--- config.mk ---
export PLATFORM = sky130hd
export DESIGN_NAME = ais_ctrl
export DESIGN_NICKNAME = d
export VERILOG_FILES = /design/src/ais_sar.sv /design/src/ais_ctrl.sv
export SDC_FILE = /design/constraint.sdc
export NUM_CORES = 1
export LEC_CHECK = 0
export ABC_CLOCK_PERIOD_IN_PS = 11900
export BUFFER_PORTS_ARGS = -buffer_cell sky130_fd_sc_hd__buf_2
export CAP_MARGIN = 20
export CORE_ASPECT_RATIO = 0.75
export CORE_MARGIN = 2
export CORE_UTILIZATION = 38
export CTS_CLUSTER_DIAMETER = 120
export DETAILED_ROUTE_END_ITERATION = 8
export SYNTH_ARGS = -nofsm -noshare
export SYNTH_HDL_FRONTEND = slang
export SYNTH_SLANG_ARGS = --single-unit
--- constraint.sdc ---
create_clock -name clock_i -period 11.9 [get_ports clock_i]
set_input_delay 0.595 -clock clock_i [delete_from_list [all_inputs] [get_ports clock_i]]
set_output_delay 0.595 -clock clock_i [all_outputs]
set_load 0.005 [all_outputs]
--- src/ais_sar.sv ---
// Shared constants for the converter control block and its successive-approximation engine
package ais_pkg;
	// Register byte offsets
	localparam logic [7:0] OFF_INPUT_SELECT = 8'h00;
	localparam logic [7:0] OFF_PIN_CONFIG = 8'h04;
	localparam logic [7:0] OFF_SCAN_MASK = 8'h08;
	localparam logic [7:0] OFF_CONTROL = 8'h0c;
	localparam logic [7:0] OFF_STATUS = 8'h10;
	localparam logic [7:0] OFF_RESULT_BASE = 8'h40;
	// Input select register fields
	localparam int SEL_B_NEG_BIT = 31;
	localparam int SEL_B_POS_LSB = 24;
	localparam int SEL_A_NEG_BIT = 23;
	localparam int SEL_A_POS_LSB = 16;
	// Control register fields
	localparam int CTL_SAMPLE_BIT = 0;
	localparam int CTL_TRIG_LSB = 1;
	localparam int CTL_AUTO_BIT = 4;
	localparam int CTL_AUTO_SAMPLE_TIME_FIELD_LSB = 8;
	localparam int CTL_ALT_BIT = 13;
	localparam int CTL_SCAN_BIT = 14;
	localparam int CTL_SEQ_LSB = 16;
	// Status register fields
	localparam int STA_BUSY_BIT = 0;
	localparam int STA_DONE_BIT = 1;
	localparam int STA_SAMPLING_BIT = 2;
	localparam int STA_USE_B_BIT = 3;
	localparam int STA_IDX_LSB = 4;
	localparam int STA_CHAN_LSB = 8;
	// Trigger select codes
	localparam logic [2:0] TRIG_MANUAL = 3'h0;
	localparam logic [2:0] TRIG_AUTO = 3'h7;
	// Conversion timing in conversion clock periods (one clock_i cycle each)
	localparam int RES_BITS = 10;
	localparam int CONV_OVERHEAD = 2;
	localparam int CONV_PERIODS = RES_BITS + CONV_OVERHEAD;
	localparam int BUF_DEPTH = 16;
	localparam int NUM_PINS = 16;
	// Values after reset
	localparam logic [31:0] RESET_WORD = 32'h0000_0000;
endpackage : ais_pkg

// Successive-approximation engine: overhead periods, then one result bit per period
module ais_sar import ais_pkg::*; #(
	parameter int RES_W = RES_BITS,
	parameter int OVERHEAD = CONV_OVERHEAD
) (
	input wire logic clock_i, // Conversion clock
	input wire logic rstn_i, // Async reset, active low
	input wire logic start_i, // One-cycle start pulse
	input wire logic cmp_i, // Held sample at or above trial level
	output logic [RES_W-1:0] dac_o, // Trial code to the comparator DAC
	output logic busy_o, // Conversion running
	output logic done_o, // One-cycle pulse, result valid
	output logic [RES_W-1:0] result_o // Last finished result
);
	localparam int TOTAL = RES_W + OVERHEAD;
	localparam logic [RES_W-1:0] MSB_MASK = RES_W'(1) << (RES_W - 1);

	// Four-bit period counter, so longer conversions cannot be served
	if (RES_W < 2 || OVERHEAD < 1 || TOTAL > 15) begin : g_bad_widths
		$error("ais_sar: unsupported widths");
	end

	logic [3:0] cnt_reg, cnt_next;
	logic busy_reg, busy_next;
	logic done_reg, done_next;
	logic [RES_W-1:0] acc_reg, acc_next;
	logic [RES_W-1:0] trial_reg, trial_next;
	logic [RES_W-1:0] res_reg, res_next;

	// Next state: overhead first, then resolve MSB down to LSB
	always_comb begin
		logic [RES_W-1:0] kept;
		logic [RES_W-1:0] next_mask;
		kept = acc_reg;
		next_mask = '0;
		cnt_next = cnt_reg;
		busy_next = busy_reg;
		done_next = 1'b0;
		acc_next = acc_reg;
		trial_next = trial_reg;
		res_next = res_reg;
		if (start_i && !busy_reg) begin
			busy_next = 1'b1;
			cnt_next = 4'h0;
			acc_next = '0;
			trial_next = '0;
		end else if (busy_reg) begin
			cnt_next = cnt_reg + 4'h1;
			if (cnt_reg >= 4'(OVERHEAD)) begin
				kept = cmp_i ? trial_reg : acc_reg; // RULE21
				acc_next = kept;
			end
			if (cnt_reg >= 4'(OVERHEAD - 1) && cnt_reg < 4'(TOTAL - 1)) begin
				next_mask = MSB_MASK >> (cnt_reg - 4'(OVERHEAD - 1)); // RULE21
				trial_next = kept | next_mask;
			end
			if (cnt_reg == 4'(TOTAL - 1)) begin
				busy_next = 1'b0; // RULE16
				done_next = 1'b1;
				res_next = kept;
				trial_next = '0;
			end
		end
	end

	// State registers
	always_ff @(posedge clock_i or negedge rstn_i) begin
		if (!rstn_i) begin
			cnt_reg <= 4'h0;
			busy_reg <= 1'b0;
			done_reg <= 1'b0;
			acc_reg <= '0;
			trial_reg <= '0;
			res_reg <= '0;
		end else begin
			cnt_reg <= cnt_next;
			busy_reg <= busy_next;
			done_reg <= done_next;
			acc_reg <= acc_next;
			trial_reg <= trial_next;
			res_reg <= res_next;
		end
	end

	assign dac_o = trial_reg;
	assign busy_o = busy_reg;
	assign done_o = done_reg;
	assign result_o = res_reg;
endmodule : ais_sar

--- src/ais_ctrl.sv ---
// Converter input selection, pin configuration, scan and sample/convert sequencing
// Contract
// [RULE1] Second-set negative select bit 31: one picks analog pin one, zero negative reference.
// [RULE2] Second-set positive field 27-24 is a binary pin index, 0 to 15.
// [RULE3] First-set negative select bit 23: one picks analog pin one, zero negative reference.
// [RULE4] First-set positive field 19-16 is a binary pin index, 0 to 15.
// [RULE5] Software writes zero to reserved bits 28, 20 and upper halves.
// [RULE6] Unimplemented select register bits read zero; writes to them are dropped.
// [RULE7] Config bit one: pin digital, port read enabled, mux input tied to ground.
// [RULE8] Config bit zero: pin analog, sampled, port read returns one.
// [RULE9] Sixteen read-write pin configuration bits, all reset to zero.
// [RULE10] Scan includes pin n when mask bit n is one, skips it otherwise.
// [RULE11] Input connected to the hold amplifier while sampling, disconnected while converting.
// [RULE12] One hold amplifier fed from either set, optionally alternating per conversion.
// [RULE13] Scan steps the first set through masked pins, one per conversion.
// [RULE14] Software sets sample control to start acquisition and clears it to end.
// [RULE15] Automatic acquisition ends on trigger; auto time sets length in periods.
// [RULE16] Conversion lasts one period per bit plus two: 12 periods.
// [RULE17] Each finished conversion writes one of sixteen result buffer slots.
// [RULE18] Each new sequence starts storing at the first buffer slot.
// [RULE19] Trigger select 000: clearing sample control ends sampling, starts conversion.
// [RULE20] Auto-start one: sampling restarts after conversion, sample control set by hardware.
// [RULE21] Successive approximation resolves MSB first, one bit per period after overhead.
// [RULE22] Write index steps by one per stored result.
//
// The placing of the registers and strobed register access were decided locally.
module ais_ctrl import ais_pkg::*; (
	input wire logic clock_i, // Conversion clock, 25 MHz
	input wire logic rstn_i, // Async reset, active low
	input wire logic [7:0] addr_i, // Register byte address
	input wire logic [31:0] wdata_i, // Write data
	input wire logic wr_i, // Write strobe
	input wire logic rd_i, // Read strobe
	output logic [31:0] rdata_o, // Read data, cycle after strobe
	input wire logic trig_i, // External conversion trigger pulse
	input wire logic cmp_i, // Comparator result from analog core
	input wire logic [NUM_PINS-1:0] pin_level_i, // Raw digital pin levels
	output logic [NUM_PINS-1:0] port_read_o, // Digital port read values
	output logic [NUM_PINS-1:0] mux_ground_o, // Mux input tied to analog ground
	output logic [3:0] pos_sel_o, // Positive mux pin index
	output logic neg_sel_o, // Negative mux: 1 pin one, 0 reference
	output logic sha_connect_o, // Input connected to hold amplifier
	output logic [RES_BITS-1:0] dac_o // Trial code to comparator DAC
);
	typedef enum logic [1:0] {ST_IDLE, ST_SAMPLE, ST_CONVERT} ais_state_e;

	// Lowest set mask bit after 'from', wrapping; 'from' if mask empty
	function automatic logic [3:0] ais_next_set(input logic [15:0] mask, input logic [3:0] from);
		logic [3:0] pick;
		logic found;
		logic [3:0] cand;
		pick = from;
		found = 1'b0;
		cand = 4'h0;
		for (int k = 1; k <= 16; k++) begin
			cand = 4'(from + 4'(k));
			if (!found && mask[cand]) begin
				pick = cand;
				found = 1'b1;
			end
		end
		return pick;
	endfunction : ais_next_set

	// Configuration and sequencer state
	ais_state_e state_reg, state_next;
	logic [3:0] a_pos_reg, a_pos_next, b_pos_reg, b_pos_next;
	logic a_neg_reg, a_neg_next, b_neg_reg, b_neg_next;
	logic [15:0] pcfg_reg, pcfg_next, scan_mask_reg, scan_mask_next;
	logic [2:0] trig_reg, trig_next;
	logic auto_reg, auto_next, alt_reg, alt_next, scan_en_reg, scan_en_next;
	logic [4:0] auto_sample_time_field_reg, auto_sample_time_field_next, sample_control_bit_cnt_reg, sample_control_bit_cnt_next;
	logic [3:0] seq_last_reg, seq_last_next, idx_reg, idx_next;
	logic [3:0] scan_ch_reg, scan_ch_next;
	logic alt_b_reg, alt_b_next, done_reg, done_next;
	logic [RES_BITS-1:0] buf_reg [BUF_DEPTH], buf_next [BUF_DEPTH];
	logic [31:0] rdata_reg, rdata_next;
	logic [3:0] pos_reg;
	logic neg_reg, sha_reg;
	logic [NUM_PINS-1:0] pin_meta_reg, pin_sync_reg, port_rd_reg;

	logic ctl_wr, trig_hit, start_conv, sar_busy, sar_done, use_b;
	logic [3:0] first_ch, scan_ch, pos_sel;
	logic [RES_BITS-1:0] sar_result;

	ais_sar #(.RES_W(RES_BITS), .OVERHEAD(CONV_OVERHEAD)) u_sar (
		.clock_i(clock_i),
		.rstn_i(rstn_i),
		.start_i(start_conv),
		.cmp_i(cmp_i),
		.dac_o(dac_o),
		.busy_o(sar_busy),
		.done_o(sar_done),
		.result_o(sar_result)
	);

	// Mux selection; scanning only ever drives the first set
	assign first_ch = ais_next_set(scan_mask_reg, 4'hf);
	assign use_b = alt_reg && (idx_reg != 4'h0) && alt_b_reg; // RULE12
	assign scan_ch = (idx_reg == 4'h0) ? first_ch : scan_ch_reg; // RULE13
	assign pos_sel = use_b ? b_pos_reg : (scan_en_reg ? scan_ch : a_pos_reg); // RULE2 RULE4

	// Conversion trigger decode
	assign ctl_wr = wr_i && (addr_i == OFF_CONTROL);
	always_comb begin
		case (trig_reg)
			TRIG_MANUAL: trig_hit = ctl_wr && !wdata_i[CTL_SAMPLE_BIT]; // RULE19
			TRIG_AUTO: trig_hit = (auto_sample_time_field_reg != 5'h00) && (sample_control_bit_cnt_reg >= auto_sample_time_field_reg); // RULE15
			default: trig_hit = trig_i;
		endcase
	end
	assign start_conv = (state_reg == ST_SAMPLE) && trig_hit;

	// Register writes and sequencer next state
	always_comb begin
		state_next = state_reg;
		a_pos_next = a_pos_reg;
		b_pos_next = b_pos_reg;
		a_neg_next = a_neg_reg;
		b_neg_next = b_neg_reg;
		pcfg_next = pcfg_reg;
		scan_mask_next = scan_mask_reg;
		trig_next = trig_reg;
		auto_next = auto_reg;
		alt_next = alt_reg;
		scan_en_next = scan_en_reg;
		auto_sample_time_field_next = auto_sample_time_field_reg;
		seq_last_next = seq_last_reg;
		sample_control_bit_cnt_next = sample_control_bit_cnt_reg;
		idx_next = idx_reg;
		scan_ch_next = scan_ch_reg;
		alt_b_next = alt_b_reg;
		done_next = done_reg;
		buf_next = buf_reg;
		// Only implemented fields are stored; reserved bits are dropped
		if (wr_i && addr_i == OFF_INPUT_SELECT) begin
			b_neg_next = wdata_i[SEL_B_NEG_BIT]; // RULE1
			b_pos_next = wdata_i[SEL_B_POS_LSB +: 4]; // RULE2
			a_neg_next = wdata_i[SEL_A_NEG_BIT]; // RULE3
			a_pos_next = wdata_i[SEL_A_POS_LSB +: 4]; // RULE4 RULE6
		end
		if (wr_i && addr_i == OFF_PIN_CONFIG) pcfg_next = wdata_i[15:0]; // RULE9
		if (wr_i && addr_i == OFF_SCAN_MASK) scan_mask_next = wdata_i[15:0]; // RULE10
		if (ctl_wr) begin
			trig_next = wdata_i[CTL_TRIG_LSB +: 3];
			auto_next = wdata_i[CTL_AUTO_BIT];
			auto_sample_time_field_next = wdata_i[CTL_AUTO_SAMPLE_TIME_FIELD_LSB +: 5];
			alt_next = wdata_i[CTL_ALT_BIT];
			scan_en_next = wdata_i[CTL_SCAN_BIT];
			seq_last_next = wdata_i[CTL_SEQ_LSB +: 4];
		end
		// Done flag: software clear first so a hardware set in the same cycle wins
		if (wr_i && addr_i == OFF_STATUS && wdata_i[STA_DONE_BIT]) done_next = 1'b0;
		case (state_reg)
			ST_IDLE: begin
				if (ctl_wr && wdata_i[CTL_SAMPLE_BIT]) begin
					state_next = ST_SAMPLE; // RULE14
					sample_control_bit_cnt_next = 5'h00;
				end
			end
			ST_SAMPLE: begin
				if (sample_control_bit_cnt_reg != 5'h1f) sample_control_bit_cnt_next = sample_control_bit_cnt_reg + 5'h01;
				if (start_conv) begin
					state_next = ST_CONVERT; // RULE11
					done_next = 1'b0;
				end else if (ctl_wr && !wdata_i[CTL_SAMPLE_BIT]) begin
					state_next = ST_IDLE; // RULE14
				end
			end
			ST_CONVERT: begin
				if (sar_done) begin
					buf_next[idx_reg] = sar_result; // RULE17
					done_next = 1'b1;
					if (idx_reg == seq_last_reg) idx_next = 4'h0; // RULE18
					else idx_next = idx_reg + 4'h1; // RULE22
					if (!use_b) scan_ch_next = ais_next_set(scan_mask_reg, scan_ch); // RULE10 RULE13
					alt_b_next = alt_reg && !use_b; // RULE12
					sample_control_bit_cnt_next = 5'h00;
					state_next = auto_reg ? ST_SAMPLE : ST_IDLE; // RULE20
				end
			end
			default: state_next = ST_IDLE;
		endcase
	end

	// Read data mux, answered the cycle after the strobe
	always_comb begin
		rdata_next = RESET_WORD;
		if (rd_i) begin
			if (addr_i >= OFF_RESULT_BASE) begin
				if (addr_i[1:0] == 2'h0 && addr_i < OFF_RESULT_BASE + 8'(4 * BUF_DEPTH))
					rdata_next = 32'(buf_reg[4'(addr_i[5:2])]);
			end else begin
				case (addr_i)
					OFF_INPUT_SELECT: begin
						rdata_next[SEL_B_NEG_BIT] = b_neg_reg;
						rdata_next[SEL_B_POS_LSB +: 4] = b_pos_reg;
						rdata_next[SEL_A_NEG_BIT] = a_neg_reg;
						rdata_next[SEL_A_POS_LSB +: 4] = a_pos_reg; // RULE6
					end
					OFF_PIN_CONFIG: rdata_next[15:0] = pcfg_reg;
					OFF_SCAN_MASK: rdata_next[15:0] = scan_mask_reg;
					OFF_CONTROL: begin
						rdata_next[CTL_SAMPLE_BIT] = (state_reg == ST_SAMPLE);
						rdata_next[CTL_TRIG_LSB +: 3] = trig_reg;
						rdata_next[CTL_AUTO_BIT] = auto_reg;
						rdata_next[CTL_AUTO_SAMPLE_TIME_FIELD_LSB +: 5] = auto_sample_time_field_reg;
						rdata_next[CTL_ALT_BIT] = alt_reg;
						rdata_next[CTL_SCAN_BIT] = scan_en_reg;
						rdata_next[CTL_SEQ_LSB +: 4] = seq_last_reg;
					end
					OFF_STATUS: begin
						rdata_next[STA_BUSY_BIT] = (state_reg == ST_CONVERT);
						rdata_next[STA_DONE_BIT] = done_reg;
						rdata_next[STA_SAMPLING_BIT] = (state_reg == ST_SAMPLE);
						rdata_next[STA_USE_B_BIT] = use_b;
						rdata_next[STA_IDX_LSB +: 4] = idx_reg;
						rdata_next[STA_CHAN_LSB +: 4] = pos_sel;
					end
					default: rdata_next = RESET_WORD;
				endcase
			end
		end
	end

	// Register all state
	always_ff @(posedge clock_i or negedge rstn_i) begin
		if (!rstn_i) begin
			state_reg <= ST_IDLE;
			a_pos_reg <= 4'h0;
			b_pos_reg <= 4'h0;
			a_neg_reg <= 1'b0;
			b_neg_reg <= 1'b0;
			pcfg_reg <= 16'h0000; // RULE9
			scan_mask_reg <= 16'h0000;
			trig_reg <= TRIG_MANUAL;
			auto_reg <= 1'b0;
			alt_reg <= 1'b0;
			scan_en_reg <= 1'b0;
			auto_sample_time_field_reg <= 5'h00;
			seq_last_reg <= 4'h0;
			sample_control_bit_cnt_reg <= 5'h00;
			idx_reg <= 4'h0;
			scan_ch_reg <= 4'h0;
			alt_b_reg <= 1'b0;
			done_reg <= 1'b0;
			buf_reg <= '{default: '0};
			rdata_reg <= RESET_WORD;
		end else begin
			state_reg <= state_next;
			a_pos_reg <= a_pos_next;
			b_pos_reg <= b_pos_next;
			a_neg_reg <= a_neg_next;
			b_neg_reg <= b_neg_next;
			pcfg_reg <= pcfg_next;
			scan_mask_reg <= scan_mask_next;
			trig_reg <= trig_next;
			auto_reg <= auto_next;
			alt_reg <= alt_next;
			scan_en_reg <= scan_en_next;
			auto_sample_time_field_reg <= auto_sample_time_field_next;
			seq_last_reg <= seq_last_next;
			sample_control_bit_cnt_reg <= sample_control_bit_cnt_next;
			idx_reg <= idx_next;
			scan_ch_reg <= scan_ch_next;
			alt_b_reg <= alt_b_next;
			done_reg <= done_next;
			buf_reg <= buf_next;
			rdata_reg <= rdata_next;
		end
	end

	// Pin side outputs; pins pass two synchronizing flops, then the port read flop, since they are asynchronous
	always_ff @(posedge clock_i or negedge rstn_i) begin
		if (!rstn_i) begin
			pin_meta_reg <= '0;
			pin_sync_reg <= '0;
			port_rd_reg <= '1;
			pos_reg <= 4'h0;
			neg_reg <= 1'b0;
			sha_reg <= 1'b0;
		end else begin
			pin_meta_reg <= pin_level_i;
			pin_sync_reg <= pin_meta_reg;
			port_rd_reg <= (pin_sync_reg & pcfg_reg) | ~pcfg_reg; // RULE7 RULE8
			pos_reg <= pos_sel;
			neg_reg <= use_b ? b_neg_reg : a_neg_reg; // RULE1 RULE3
			sha_reg <= (state_next == ST_SAMPLE); // RULE11
		end
	end

	assign rdata_o = rdata_reg;
	assign port_read_o = port_rd_reg;
	assign mux_ground_o = pcfg_reg; // RULE7
	assign pos_sel_o = pos_reg;
	assign neg_sel_o = neg_reg;
	assign sha_connect_o = sha_reg;
endmodule : ais_ctrl

Yosys cells after proc, flatten, opt, wreduce, memory -nomap -nowiden
Cells that the tools add are included.
{"block": "classes", "magnitude_cmp": 25, "multipliers": 0, "n_eq_ne": 14, "n_reduce_logical": 95, "bitwise": 8, "n_mux": 193, "add_sub_neg": 19, "n_shift": 1, "div": 0}
{"operator": "$bwmux W160", "n": 1}
{"operator": "$mux W4", "n": 38}
{"operator": "$mux W10", "n": 13}
{"operator": "$mux W1", "n": 103}
{"operator": "$lt A4 B5 Y1 const B", "n": 16}
{"operator": "$bmux W1 S4", "n": 16}
{"operator": "$mux W32", "n": 2}
{"operator": "$logic_and A1 B1 Y1", "n": 47}
{"operator": "$bmux W10 S4", "n": 1}
{"operator": "$demux W10 S4", "n": 1}
{"operator": "$logic_not A1 Y1", "n": 33}
{"operator": "$add A4 B4 Y4 const B", "n": 8}
{"operator": "$mux W5", "n": 4}
{"operator": "$pmux W5 S4", "n": 1}
{"operator": "$pmux W3 S3", "n": 2}
{"operator": "$add A4 B3 Y4 const B", "n": 4}
{"operator": "$and A16 B16 Y16", "n": 1}
{"operator": "$eq A8 B4 Y1 const B", "n": 2}
{"operator": "$not A16 Y16", "n": 1}
{"operator": "$or A16 B16 Y16", "n": 1}
{"operator": "$pmux W4 S4", "n": 1}
{"operator": "$pmux W5 S3", "n": 1}
{"operator": "$add A4 B1 Y4 const B", "n": 3}
{"operator": "$ge A5 B5 Y1 const B", "n": 2}
{"operator": "other kinds (39)", "n": 53}
{"block": "word_totals", "input_bits": 62, "out_inout_bits": 80, "reg_bits": 356, "ram_bits": 0, "word_cells": 402, "rom_bits": 0, "n_memories": 0, "latchBits": 0}

Longest topological paths before layout
{"block": "depth", "depth_word": 141, "depth_mapped": 28}

Modules after synthesis
From an unflattened synthesis, not the netlist that was laid out.
{"block": "hier_totals", "cells_unflattened": 1528, "hier_area_um2": 18233.7}
{"mod": "ais_ctrl", "cells_per_inst": 1340, "n_inst": 1, "area_each_um2": 16405.7}
{"mod": "ais_sar", "cells_per_inst": 188, "n_inst": 1, "area_each_um2": 1828.0}

Worst setup path after synthesis
OpenSTA, ideal clock, no wires.
{"block": "synth_timing", "path_type": "register to register", "startpoint": "register idx_reg[0]", "endpoint": "register scan_ch_reg[1]", "t_arrival_ns": 5.994, "synth_period_minus_slack_ns": 6.119, "required_time_ns": 11.775, "setup_slack_ns": 5.781, "n_path_buf": 8, "stages_incl_launch_ff": 29, "setup_time_ns": 0.125, "path_cell_list": "dfrtp_1 inv_1 ha_1 buf_2 or3b_4 buf_6 clkbuf_1 nand2_1 nand2_1 inv_1 clkbuf_1 buf_1 ha_1 buf_1 nor4bb_1 o211ai_1 o211ai_2 mux2i_1 mux2i_1 and2_0 o32a_1 clkbuf_1 or4_1 buf_2 nor3_4 nand3_2 mux2i_1 a311oi_1 o21ai_1"}
{"block": "synth_via", "elab_chain_cells": 96, "elab_cells_between_ends": 160, "classes_between": "add/sub: 15; mux: 109; bitwise: 1; reduce/logical: 35"}
{"element": "start, declared", "line": "ais_ctrl.sv:73", "rtl": "logic [3:0] seq_last_reg, seq_last_next, idx_reg, idx_next;"}
{"element": "start signal, assigned", "line": "ais_ctrl.sv:264", "rtl": "idx_reg <= idx_next;"}
{"element": "$logic_not A4 Y1", "line": "ais_ctrl.sv:100", "rtl": "assign scan_ch = (idx_reg == 4'h0) ? first_ch : scan_ch_reg;"}
{"element": "$mux W4", "line": "ais_ctrl.sv:100"}
{"element": "$add A4 B1 Y4", "line": "ais_ctrl.sv:56", "rtl": "cand = 4'(from + 4'(k));"}
{"element": "$bmux W1 S4", "line": "ais_ctrl.sv:57", "rtl": "if (!found && mask[cand]) begin"}
{"element": "$mux W1 (implied by the code)", "line": "ais_ctrl.sv:57"}
{"element": "$mux W1", "line": "ais_ctrl.sv:57"}
{"element": "$mux W1", "line": "ais_ctrl.sv:176", "rtl": "if (!use_b) scan_ch_next = ais_next_set(scan_mask_reg, scan_ch);"}
{"element": "$mux W1", "line": "ais_ctrl.sv:171", "rtl": "if (sar_done) begin"}
{"element": "(+80 left out)"}
{"element": "$logic_and A1 B1 Y1", "line": "ais_ctrl.sv:57"}
{"element": "$mux W1", "line": "ais_ctrl.sv:57"}
{"element": "$mux W1", "line": "ais_ctrl.sv:176"}
{"element": "$mux W1", "line": "ais_ctrl.sv:171"}
{"element": "$mux W1", "line": "ais_ctrl.sv:154", "rtl": "case (state_reg)"}
{"element": "$logic_not A1 Y1", "line": "ais_ctrl.sv:57"}
{"element": "$logic_and A1 B1 Y1", "line": "ais_ctrl.sv:57"}
{"element": "$mux W4", "line": "ais_ctrl.sv:57"}
{"element": "end signal, assigned", "line": "ais_ctrl.sv:265", "rtl": "scan_ch_reg <= scan_ch_next;"}
{"element": "end, declared", "line": "ais_ctrl.sv:74", "rtl": "logic [3:0] scan_ch_reg, scan_ch_next;"}
Several ways; a longest one is shown, not always the timed one. The select of a mux whose other input is x is not followed.
A chain may end at the register's enable or synchronous reset.

Worst setup path after layout
{"block": "layout_timing", "startpoint": "register idx_reg[0]", "endpoint": "register scan_ch_reg[0]"}
Same word-level chain as after synthesis.

==> out/results.txt <==
Die area - 50200 sq um
Largest family of logic cells by synthesized area - multiplexers
Initial DRC Count - 1509
CTS max path bufs - 3
Post-CTS Setup Inserts - 0
CTS H-Tree Depth - 2
R2r worst-path depth - 23
Least-Margin Pin Slew - 1.01 ns
GPL Wtd Cong - 0.961
Delay-heaviest family, CP - compound AO/OA/AOI/OAI gates
Chip Height - 195 um
Setup TNS Final - 0 ns
Buf/Inv on CP - 4
Max Fclk - 0.132 GHz
Post-Syn Area - 18400 sq um
Hold WC Path Type - input port to flop
Cell leakage power - 9.88 nW
Critical path class - flop to flop
Worst R2R Setup Slack - 4.33 ns
Max-Cap Viols - 0
Dpl ws - 4.63 ns
Setup Viol. Count Final - 0
Compound-Gate Fraction of Synth Area - 0.127
Adder-Cell Fraction of Synth Area - 0.0197
Crit. End Element - flop
Drt total wl - 55500 um
Final Non-Filler Cells - 2368
Initial antenna violation count - 5
Via count of the first global-routing pass - 13647
Root Buffer - clkbuf_16
Largest net degree at the start of global routing - 78
Fin. max-slew vios - 0
Share of cells above drive strength 1 - 0.314
RSZ-0062 raised after global routing - no
PnR worst setup slack - 4.33 ns
Avg Cell Area, Syn - 11.5 sq um
Critical path depth - 23
WP data arrival - 8.00 ns
R2R Path End - scan_ch_reg[0]
Post-synthesis sequential area ratio - 0.477
Final Skew - 0.0419 ns
Syn. warnings - 0
Rel. slew slack - 0.317
XOR/XNOR share of the synthesized area - 0.00714
Period minus WS final - 7.57 ns
CP max stage delay - 0.85 ns
I/O Pins - 142
Nets - 1787
Setup crit start kind - flop
Core box area - 47600 sq um
WL/cell - 23.4 um
Util after Layout - 0.443
DRC - 0
Proportion of synthesized area in mux cells - 0.224
TritonCTS clock tree - built
Setup crit end - scan_ch_reg[0]
Worst path slowest cell - a2111oi_0
Via count - 13865
First-pass GRT wire length - 84900 um
Number of synthesized register bits - 350
Clock latency at the later pin of the worst-skew pair - 0.59 ns
WP data required - 12.33 ns
Final hold vios - 0
Clk slew on worst S/H paths - 0.06 ns
Synth async-reset ratio - 1.00
First drt pass iteration count - 6
Num Clock Sinks - 350
Critical R2R Launch - idx_reg[0]
Max reg flops - 160
Placed insts - 2293
Worst vdd ir - 0.114 mV
Buffers on Ports - 129
Tot GR Track Use - 0.221
Die Wd - 258 um
Num CTS Buffers - 38
Power Density - 173 nW/um^2
Crit Path Max Fanout - 22
Synth cell types - 91
Initial core utilization - 0.387
Critical path startpoint - idx_reg[0]
Avg Vias per Cell - 5.86
Post-DP HPWL - 39400 um
Gr ovfl total - 0
Simple-gate share of the synthesized area - 0.114
Synth Flop Type - dfrtp_1
Routed Antenna Nets - 0
# rows - 69
Period utilization - 0.636
Synth-to-Final Area Change - 14.5%
Synth Instances - 1596
EDFF count, synth - 0
Cell Chain, Critical Path - inv_1, ha_1, or3b_4, nand2_1, o21ai_1, a21o_1, buf_4, inv_2, ha_1, nor4bb_1, o211ai_1, o211ai_2, buf_8, mux2i_1, mux2i_1, a21o_1, o32a_1, or4_1, nor3_1, a2111oi_0, nand4_1, xnor2_1, a21oi_1
Run status - finished, final reports clean
==> metal layers <==
layer / routed length, um / track usage
met1: 26700 / 0.345
met2: 21600 / 0.288
met3: 5960 / 0.0715
met4: 1230 / 0.0587
met5: 13 / 0
==> worst min path at each step <==
stage                         start              end  cells after the start
floorplan                    rstn_i        a_neg_reg                      0
global placement    pin_meta_reg[3]  pin_sync_reg[3]                      0
detailed placement  pin_meta_reg[0]  pin_sync_reg[0]                      0
CTS                  pin_level_i[2]  pin_meta_reg[2]                      1
global route         pin_level_i[1]  pin_meta_reg[1]                      1
finish               pin_level_i[1]  pin_meta_reg[1]                      1
==> cells in the final DEF (no fill, tap or decap), types with 7 or more instances in the layout <==
cell,synthesis,layout
buf_2,10,128
nor3_1,24,24
mux2_2,223,223
a31oi_1,12,12
o22ai_1,7,7
o21ai_0,59,59
a21oi_1,74,74
xnor2_1,11,11
nor2_1,89,89
and3_1,10,10
a211oi_1,18,18
or3_1,7,7
inv_1,37,37
a22o_1,11,11
nand2b_1,22,22
a22oi_1,32,32
o211ai_1,15,15
buf_4,6,24
nor3b_1,9,9
dfrtp_1,334,334
clkbuf_1,69,9
dfstp_2,16,16
and2_1,20,20
ha_1,29,29
clkbuf_8,0,8
o2111ai_1,7,7
nand4_1,12,12
nor2b_1,7,7
nand2_1,141,141
nand3_1,26,26
mux4_2,57,57
a21o_1,19,19
clkbuf_16,0,38
mux2i_1,32,32
==> power breakdown <==
group / switching (mW) / leakage (nW) / internal (mW)
clock: 0.521 / 0.677 / 0.785
sequential: 0.0530 / 4.69 / 1.22
combinational: 0.701 / 4.51 / 0.367
==> area by class of cell <==
cell class                      instances  area [sq um]
Fill cell                            4438         26500
Clock inverter                         15           312
Timing Repair Buffer                  155           861
Tap cell                              639           800
Antenna cell                            3          7.51
Clock buffer                           55          1090
Inverter                               39           146
Sequential cell                       350          8780
Multi-Input combinational cell       1112          9070
==> stage by stage <==
stage	instance area [sq um]	hold WS, ns	total power, mW
2_1_floorplan	18400	0.299	2.00
3_3_place_gp	19600	0.332	2.31
3_5_place_dp	19600	0.335	2.32
4_1_cts	21000	0.0818	3.64
5_1_grt	21100	0.0833	3.81
6_report	21100	0.116	3.65
==> Yosys cell counts, types with 9 or more instances <==
library cell  instances  area share
a211oi_1             18      0.0073
a21o_1               19      0.0078
a21oi_1              74       0.020
a22o_1               11      0.0052
a22oi_1              32       0.013
a31oi_1              12      0.0041
and2_1               20      0.0068
and3_1               10      0.0034
buf_1                11      0.0022
buf_2                10      0.0027
clkbuf_1             69       0.014
dfrtp_1             334        0.45
dfstp_2              16       0.023
ha_1                 29       0.020
inv_1                37      0.0075
mux2_2              223        0.14
mux2i_1              32       0.017
mux4_2               57       0.070
nand2_1             141       0.029
nand2b_1             22      0.0075
nand3_1              26      0.0071
nand4_1              12      0.0041
nor2_1               89       0.018
nor3_1               24      0.0065
nor3b_1               9      0.0037
o211ai_1             15      0.0061
o21ai_0              59       0.016
xnor2_1              11      0.0052
==> kinds of logic (layout without fill, tap and decap cells) <==
| logic type | Yosys count | count (layout) |
|---|---|---|
| compound gates | 338 | 338 |
| xor+xnor | 15 | 15 |
| fa+ha+maj | 29 | 29 |
| other cells | 1 | 9 |
| simple gates | 412 | 412 |
| flops | 350 | 350 |
| buf+inv | 139 | 264 |
| mux | 312 | 312 |
==> worst register-to-register path: stages (launching register included) <==
cell and delay, ns:
dfrtp_1 0.49, inv_1 0.13, ha_1 0.33, or3b_4 0.58
nand2_1 0.27, o21ai_1 0.27, a21o_1 0.22, buf_4 0.20
inv_2 0.22, ha_1 0.50, nor4bb_1 0.36, o211ai_1 0.15
o211ai_2 0.21, buf_8 0.23, mux2i_1 0.10, mux2i_1 0.52
a21o_1 0.20, o32a_1 0.35, or4_1 0.44, nor3_1 0.20
a2111oi_0 0.85, nand4_1 0.28, xnor2_1 0.24, a21oi_1 0.09
==> repair_timing <==
action / 4_1_cts / 5_1_grt
resized for setup: 0 / 0
hold endpoints to repair: 49 / 0
hold buffers: 1 / 0
Note: power is estimated with default switching activity, not from simulation.
